--- src/reset_source_pkg.sv ---
// shared constants and carrier types for the reset source combiner
package reset_source_pkg;

	// number of reset causes, including power-on
	localparam int NUM_CAUSES = 9;

	// cause bit positions inside reset_control_status
	localparam int CAUSE_POWER_ON  = 0;
	localparam int CAUSE_BROWN_OUT = 1;
	localparam int CAUSE_EXT_PIN   = 2;
	localparam int CAUSE_SW_INSTR  = 3;
	localparam int CAUSE_WATCHDOG  = 4;
	localparam int CAUSE_CFG_MISM  = 5;
	localparam int CAUSE_TRAP      = 6;
	localparam int CAUSE_ILL_OP    = 7;
	localparam int CAUSE_UNINIT_W  = 8;

	// value of the cause flags after power-on: brown-out and power-on set
	localparam logic [8:0] CAUSE_POR_VAL = 9'h003;

	// register byte offsets
	localparam logic [7:0] OFS_RESET_CONTROL_STATUS = 8'h00;
	localparam logic [7:0] OFS_IRQ_STATUS           = 8'h04;
	localparam logic [7:0] OFS_IRQ_MASK             = 8'h08;
	localparam logic [7:0] OFS_RETAINED             = 8'h0c;
	localparam logic [7:0] OFS_LIVE_STATUS          = 8'h10;

	// reset values of the designated registers
	localparam logic [8:0] IRQ_MASK_RST = 9'h000;

	// live status layout: requests in 8:1, master reset in 9
	localparam int LIVE_MASTER_BIT = 9;

	// AHB transfer type bit that marks NONSEQ or SEQ
	localparam int HTRANS_ACTIVE_BIT = 1;

	// the eight reset requests that arrive as synchronous levels
	typedef struct packed {
		logic uninit_wreg_reset;
		logic illegal_opcode_reset;
		logic trap_conflict_reset;
		logic config_mismatch_reset;
		logic watchdog_timeout_reset;
		logic software_reset_instruction;
		logic external_reset_pin;
		logic brown_out_reset;
	} reset_req_t;

	// AHB-Lite request side
	typedef struct packed {
		logic        hsel;
		logic [31:0] haddr;
		logic [1:0]  htrans;
		logic        hwrite;
		logic [2:0]  hsize;
		logic [31:0] hwdata;
		logic        hready;
	} ahb_req_t;

endpackage

--- src/reset_source_combiner.sv ---
// reset source combiner with cause flags behind an AHB-Lite slave
// Notes on behaviour
// - Nine reset requests are taken: power-on, pin, instruction, watchdog, brown-out, config mismatch, trap, illegal opcode, uninitialised W.
// - All requests merge into one master reset output for core and peripherals.
// - Any single active request asserts the master reset, with no priority or masking.
// - While the master reset is active the designated registers are forced to their reset values.
// - Undesignated registers keep their contents over every reset but power-on, which clears irqStatus, presets the flags and leaves retained undefined.
// - Each reset type sets its own flag in reset_control_status.
// - Power-on clears every cause flag except brown-out and power-on in bits 1:0, which it sets.
// - Software may set or clear any cause flag by writing it, but a write cannot clear a flag whose request is active in the same cycle.
// - A software write to a cause flag only changes the flag and never asserts the master reset.
`timescale 1ns/1ps
`default_nettype none

module reset_source_combiner
	import reset_source_pkg::*;
#(
	parameter int CAUSES = reset_source_pkg::NUM_CAUSES
)
(
	// clock and power-on reset
	input  wire logic                        mclk,
	input  wire logic                        rst_n,
	// reset requests
	input  wire reset_source_pkg::reset_req_t resetReq,
	// AHB-Lite slave
	input  wire reset_source_pkg::ahb_req_t   ahbIn,
	output var  logic                        hreadyout,
	output var  logic                        hresp,
	output var  logic [31:0]                 hrdata,
	// to core and peripherals
	output var  logic                        master_reset,
	output wire logic [8:0]                  resetCause,
	// interrupt
	output var  logic                        irq
);
	import reset_source_pkg::*;

	generate
		if (CAUSES != NUM_CAUSES)
		begin : g_bad_causes
			$error("reset_source_combiner serves exactly nine causes");
		end
	endgenerate

	logic        rstSyncN;
	logic [8:0]  reqVec;
	logic [8:0]  reqPrev;
	logic [8:0]  irqStatus;
	logic [8:0]  irqMask;
	logic [31:0] retained;
	logic        addrPhase;
	logic        dpWrite;
	logic [7:0]  dpAddr;
	logic        wrFlags;
	logic        wrIrqStatus;
	logic        wrIrqMask;
	logic        wrRetained;
	logic [31:0] next_hrdata;

	reset_release u_release
	(
		.mclk     (mclk),
		.rst_n    (rst_n),
		.rstSyncN (rstSyncN)
	);

	// nine request vector
	// power-on is the reset input itself, seen through the flag reset value
	assign reqVec = {resetReq, 1'b0};

	// bus decode
	assign addrPhase   = ahbIn.hsel & ahbIn.htrans[HTRANS_ACTIVE_BIT] & ahbIn.hready;
	assign wrFlags     = dpWrite & (dpAddr == OFS_RESET_CONTROL_STATUS);
	assign wrIrqStatus = dpWrite & (dpAddr == OFS_IRQ_STATUS);
	assign wrIrqMask   = dpWrite & (dpAddr == OFS_IRQ_MASK);
	assign wrRetained  = dpWrite & (dpAddr == OFS_RETAINED);

	always_ff @(posedge mclk or negedge rstSyncN)
	begin
		if (!rstSyncN)
		begin
			dpWrite <= 1'b0;
			dpAddr  <= 8'h00;
		end
		else
		begin
			dpWrite <= addrPhase & ahbIn.hwrite;
			dpAddr  <= ahbIn.haddr[7:0];
		end
	end

	// merged master reset
	// a plain OR: no source can hold off or outrank another
	always_ff @(posedge mclk or negedge rstSyncN)
	begin
		if (!rstSyncN)
			master_reset <= 1'b1;
		else
			master_reset <= |reqVec;
	end

	genvar gi;
	generate
		for (gi = 0; gi < NUM_CAUSES; gi++)
		begin : g_flag
			cause_flag_cell #(
				.POR_VAL (CAUSE_POR_VAL[gi])
			) u_cell (
				.mclk  (mclk),
				.rstN  (rstSyncN),
				.hwSet (reqVec[gi]),
				.wrEn  (wrFlags),
				.wrVal (ahbIn.hwdata[gi]),
				.flag  (resetCause[gi])
			);
		end
	endgenerate

	// request edges raise sticky interrupt bits; set wins over clear
	always_ff @(posedge mclk or negedge rstSyncN)
	begin
		if (!rstSyncN)
		begin
			reqPrev   <= 9'h000;
			irqStatus <= 9'h000;
		end
		else
		begin
			reqPrev   <= reqVec;
			irqStatus <= (irqStatus & ~({9{wrIrqStatus}} & ahbIn.hwdata[8:0]))
				| (reqVec & ~reqPrev);
		end
	end

	always_ff @(posedge mclk or negedge rstSyncN)
	begin
		if (!rstSyncN)
			irqMask <= IRQ_MASK_RST;
		else if (master_reset)
			irqMask <= IRQ_MASK_RST;
		else if (wrIrqMask)
			irqMask <= ahbIn.hwdata[8:0];
	end

	// retained word has no reset at all
	always_ff @(posedge mclk)
	begin
		if (wrRetained)
			retained <= ahbIn.hwdata;
	end

	always_ff @(posedge mclk or negedge rstSyncN)
	begin
		if (!rstSyncN)
			irq <= 1'b0;
		else
			irq <= |(irqStatus & irqMask);
	end

	// read data registered at the address phase; unmapped reads zero
	always_comb
	begin
		next_hrdata = 32'h0000_0000;
		unique case (ahbIn.haddr[7:0])
			OFS_RESET_CONTROL_STATUS: next_hrdata[8:0] = resetCause;
			OFS_IRQ_STATUS:           next_hrdata[8:0] = irqStatus;
			OFS_IRQ_MASK:             next_hrdata[8:0] = irqMask;
			OFS_RETAINED:             next_hrdata      = retained;
			OFS_LIVE_STATUS:          next_hrdata[LIVE_MASTER_BIT:0] = {master_reset, reqVec};
			default:                  next_hrdata      = 32'h0000_0000;
		endcase
	end

	always_ff @(posedge mclk or negedge rstSyncN)
	begin
		if (!rstSyncN)
		begin
			hrdata    <= 32'h0000_0000;
			hreadyout <= 1'b1;
			hresp     <= 1'b0;
		end
		else
		begin
			if (addrPhase & ~ahbIn.hwrite)
				hrdata <= next_hrdata;
			hreadyout <= 1'b1;
			hresp     <= 1'b0;
		end
	end
endmodule

`default_nettype wire

--- src/reset_release.sv ---
// two-stage release of the asynchronous reset
`timescale 1ns/1ps
`default_nettype none

module reset_release
(
	// clock and raw reset
	input  wire logic mclk,
	input  wire logic rst_n,
	// released copy
	output var  logic rstSyncN
);

	logic stage1;

	// assertion is immediate, release waits two edges
	always_ff @(posedge mclk or negedge rst_n)
	begin
		if (!rst_n)
		begin
			stage1   <= 1'b0;
			rstSyncN <= 1'b0;
		end
		else
		begin
			stage1   <= 1'b1;
			rstSyncN <= stage1;
		end
	end

endmodule

`default_nettype wire

--- src/cause_flag_cell.sv ---
// one reset cause flag: hardware set beats software write
`timescale 1ns/1ps
`default_nettype none

module cause_flag_cell
#(
	parameter logic POR_VAL = 1'b0
)
(
	// clock and power-on reset
	input  wire logic mclk,
	input  wire logic rstN,
	// hardware set and software write
	input  wire logic hwSet,
	input  wire logic wrEn,
	input  wire logic wrVal,
	// stored flag
	output var  logic flag
);

	// only power-on touches the flag; the master reset leaves it alone
	always_ff @(posedge mclk or negedge rstN)
	begin
		if (!rstN)
			flag <= POR_VAL;
		else if (hwSet)
			flag <= 1'b1;
		else if (wrEn)
			flag <= wrVal;
	end

endmodule

`default_nettype wire

--- config.mk ---
export PLATFORM = sky130hd
export DESIGN_NAME = reset_source_combiner
export DESIGN_NICKNAME = d
export VERILOG_FILES = /design/src/reset_source_pkg.sv /design/src/reset_source_combiner.sv /design/src/reset_release.sv /design/src/cause_flag_cell.sv
export SDC_FILE = /design/constraint.sdc
export NUM_CORES = 1
export LEC_CHECK = 0
export BUFFER_PORTS_ARGS = -buffer_cell sky130_fd_sc_hd__buf_2
export CAP_MARGIN = 20
export CORE_ASPECT_RATIO = 1.25
export CORE_MARGIN = 4
export CORE_UTILIZATION = 46
export CTS_CLUSTER_DIAMETER = 200
export DETAILED_ROUTE_END_ITERATION = 6
export GPL_ROUTABILITY_DRIVEN = 0
export PLACE_DENSITY = 0.85
export SLEW_MARGIN = 20
export SYNTH_ARGS = -nofsm -noshare
export SYNTH_HDL_FRONTEND = slang
export SYNTH_SLANG_ARGS = --single-unit
--- constraint.sdc ---
create_clock -name mclk -period 2.3 [get_ports mclk]
set_input_delay 0.46 -clock mclk [delete_from_list [all_inputs] [get_ports mclk]]
set_output_delay 0.46 -clock mclk [all_outputs]
set_load 0.01 [all_outputs]
==> summary.md <==
| Metric | Value |
|---|---|
| Layout net count | `481` |
| Area delta synth->final | `20.36%` |
| CTS resizes | `0` |
| Chip width | `about 96 µm` |
| CTS tree | `yes` |
| CP endpoint kind | `flop` |
| Seq cells post-synth | `112` |
| Max frequency | `517.5 MHz` |
| Global-route wire length before repair | `about 16000 µm` |
| Fill count | `768` |
| R2r endpoint | `g_flag[1].u_cell.flag` |
| Final Hold Fails | `0` |
| Cells after Synth | `around 300` |
| I/O pins | `about 130` |
| CP max stage delay | `0.54 ns` |
| H-tree depth | `3` |
| WL final | `10440 µm` |
| Min cycle time layout | `~1.9 ns` |
| Origin of the worst min-delay path | `ahbIn[46]` |
| Status | `complete, no violations` |
| Dpl ws | `0.2177 ns` |
| Worst setup SP type | `flop` |
| YS warnings | `0` |
| Max rail drop VDD | `462.4 µV` |
| DIE AREA | `11230 µm²` |
| Cts bufs inserted | `9` |
| Leak | `0.002391 µW` |
| Cell Rows | `39` |
| Max capacitance violation total | `0` |
| Slowest CP cell | `nor4b_4` |
| Worst-Margin Slew | `0.8380 ns` |
| Relative slew slack | `44.13%` |
| Final worst-path cycle share | `84.02%` |
| Final worst slack | `0.3675 ns` |
| R2R cell count | `4` |
| Vias in the first global route | `3188` |
| Syn avg cell area | `roughly 14 µm²` |
| RR Startpoint | `dpAddr[4]` |
| Drt drc | `0` |
| DP HPWL | `7344 µm` |
| Fin. max-slew vios | `0` |
| Clk buf depth | `2` |
| Routed Antenna Nets | `0` |
| Die Span Y | `117.5 µm` |
| Gr usage total | `about a fifth` |
| Worst Hold Path EP | `dpAddr[7]` |
| Vias/cell | `5.653` |
| Core Area | `9271 µm²` |
| Initial Util | `47.60%` |
| Count of different cell masters after synthesis | `41` |
| WP data arrival | `roughly 2.2 ns` |
| Routed WL per cell | `19.77 µm` |
| Crit path kind | `reg2reg` |
| Clock tree root driver cell | `clkbuf_16` |
| Min-delay worst type | `in2reg` |
| Clock Skews | `0.006849 ns` |
| Post-Route Setup TNS | `0 ns` |
| Initial DRC count | `166` |
| CP max FO | `8` |
| R2R setup slack | `around 0.37 ns` |
| Critical path buffers and inverters | `1` |
| Initial antenna violation count | `1` |
| Clock Latency Late Sink | `0.34 ns` |
| # port buffers | `96` |
| Most frequent cells in the layout | `96 x buf_2, 76 x dfrtp_1, 40 x a22o_1` |
| Critical path cell sequence | `nor4b_4 -> and3_1 -> buf_4 -> mux2i_1` |
| RSZ-0062 raised after global routing | `no` |
| TritonRoute pass-1 iters | `5` |
| Sequential cell area fraction in the yosys report | `67.22%` |
| Vias | `roughly 3k` |
| Clock Sinks | `around 110` |
| Share of cells above drive strength 1 | `a little over a third` |
| Pin count of the biggest net entering global routing | `43` |
| Worst EP required | `2.57 ns` |
| Hold Crit Depth | `1` |
| Setup violations, final | `0` |
| Most common cell after layout, fill and taps aside | `buf_2` |
| Gr ovfl total | `0` |
| Clk slew on worst S/H paths | `roughly 0.070 ns` |
| Synthesized area | `4413 µm²` |
| Pwr dens | `723.3 nW/µm²` |
| Delay-heaviest family, CP | `simple AND/OR/NAND/NOR gates` |
sequential cells by signal, summed over array words and instances (netlist names):
register,cells
reqPrev,8
u_release.rstSyncN,1
irqStatus,9
master_reset,1
irq,1
dpWrite,1
hrdata,32
irqMask,9
retained,32
u_release.stage1,1
g_flag.u_cell.flag,9
dpAddr,8
cell usage after synthesis:
cell type	count	area share, %
mux2_1	1	0.26
inv_1	12	1.0
mux2i_1	7	1.6
a221oi_1	1	0.20
a222oi_1	1	0.23
a31oi_2	1	0.28
a41oi_1	2	0.40
and4_1	3	0.60
and3b_1	1	0.20
buf_2	11	1.2
o21ai_0	2	0.23
nor2b_1	1	0.14
nor4b_4	1	0.54
dfrtp_1	77	44
nand2_1	10	0.85
dfstp_2	3	1.8
and4b_1	1	0.23
buf_6	1	0.26
o211ai_1	8	1.4
nor3_1	1	0.11
nor4_1	3	0.43
a22o_1	40	7.9
a22oi_1	9	1.5
clkbuf_1	3	0.26
nand4b_1	1	0.20
conb_1	2	0.17
nor4bb_1	1	0.23
buf_1	2	0.17
nor2_1	16	1.4
nand3_1	1	0.11
nor4b_2	1	0.34
nand4b_2	1	0.34
buf_4	11	1.9
mux2_2	16	4.1
mux4_2	1	0.51
nor4_4	1	0.48
and2_1	1	0.14
edfxtp_1	32	22
a211o_1	1	0.20
nand4_1	16	2.3
and3_1	3	0.43
power by group:
part           switching [µW]  leakage, µW  total [µW]  internal [µW]
Sequential               27.3      0.00127        2090           2070
Clock                     717     0.000146        1570            857
Combinational             100     0.000978         174           73.3
metrics by stage:
step | utilization, % | cells | cell area [µm²] | hold WS (ns) | power, µW
6_report | 57.29 | 528 | 5311 | 0.2385 | 3841
5_1_grt | 57.29 | 528 | 5311 | 0.2293 | 3969
4_1_cts | 57.26 | 527 | 5309 | 0.2285 | 3865
3_5_place_dp | 53.87 | 510 | 4995 | 0.2495 | 2307
3_3_place_gp | 53.87 | 510 | 4995 | 0.2452 | 2298
2_1_floorplan | - | 308 | 4418 | 0.1644 | 2203
per-layer routing:
layer  wire length [µm]  track usage, %
met1               4150           24.12
met2               5293           32.19
met3                793           3.197
met4                198           7.206
met5                  0               0
cells by family after synthesis:
family / count (synthesis) / share of synthesized area, %
simple gates: 63 / 8.988
mux: 25 / 6.436
other cells: 2 / 0.1702
flops: 112 / 67.22
buf+inv: 40 / 4.820
compound gates: 65 / 12.36
worst max path at each step:
| stage | startpoint | endpoint | slack (ns) | cells past startpoint |
|---|---|---|---|---|
| 6_report | dpAddr[4] | g_flag[1].u_cell.flag | 0.37 | 4 |
| 5_1_grt | dpAddr[4] | g_flag[1].u_cell.flag | 0.29 | 4 |
| 4_1_cts | dpAddr[4] | g_flag[1].u_cell.flag | 0.35 | 4 |
| 3_5_place_dp | ahbIn[42] | hrdata[15] | 0.22 | 4 |
| 3_3_place_gp | ahbIn[42] | hrdata[31] | 0.27 | 4 |
| 2_1_floorplan | dpAddr[4] | retained[0] | 0.10 | 3 |
repair_timing:
| item | CTS | global route |
|---|---|---|
| hold buffers | 1 | 0 |
| buffers inserted | 0 | 0 |
| endpoints found under the setup margin | 0 | 0 |
| endpoints found under the hold margin | 2 | 0 |
worst register-to-register path, cell delays in order, from the launching register on:
cell     delay [ns]
dfrtp_1        0.41
nor4b_4        0.54
and3_1         0.48
buf_4          0.24
mux2i_1        0.19
final cells by class:
| cell class | count | area, µm² | share of cell area [%] |
|---|---|---|---|
| diodes | 1 | 2.502 | 0.04711 |
| repair buffers | 108 | 598.1 | 11.26 |
| flip-flops and latches | 112 | 2970 | 55.92 |
| inverters | 12 | 45.04 | 0.8481 |
| clock buffers | 9 | 225.2 | 4.240 |
| multi-input cells | 156 | 1237 | 23.30 |
| clock inverters | 7 | 78.83 | 1.484 |
| well taps | 123 | 153.9 | 2.898 |
Note: power is estimated with default switching activity, not from simulation.
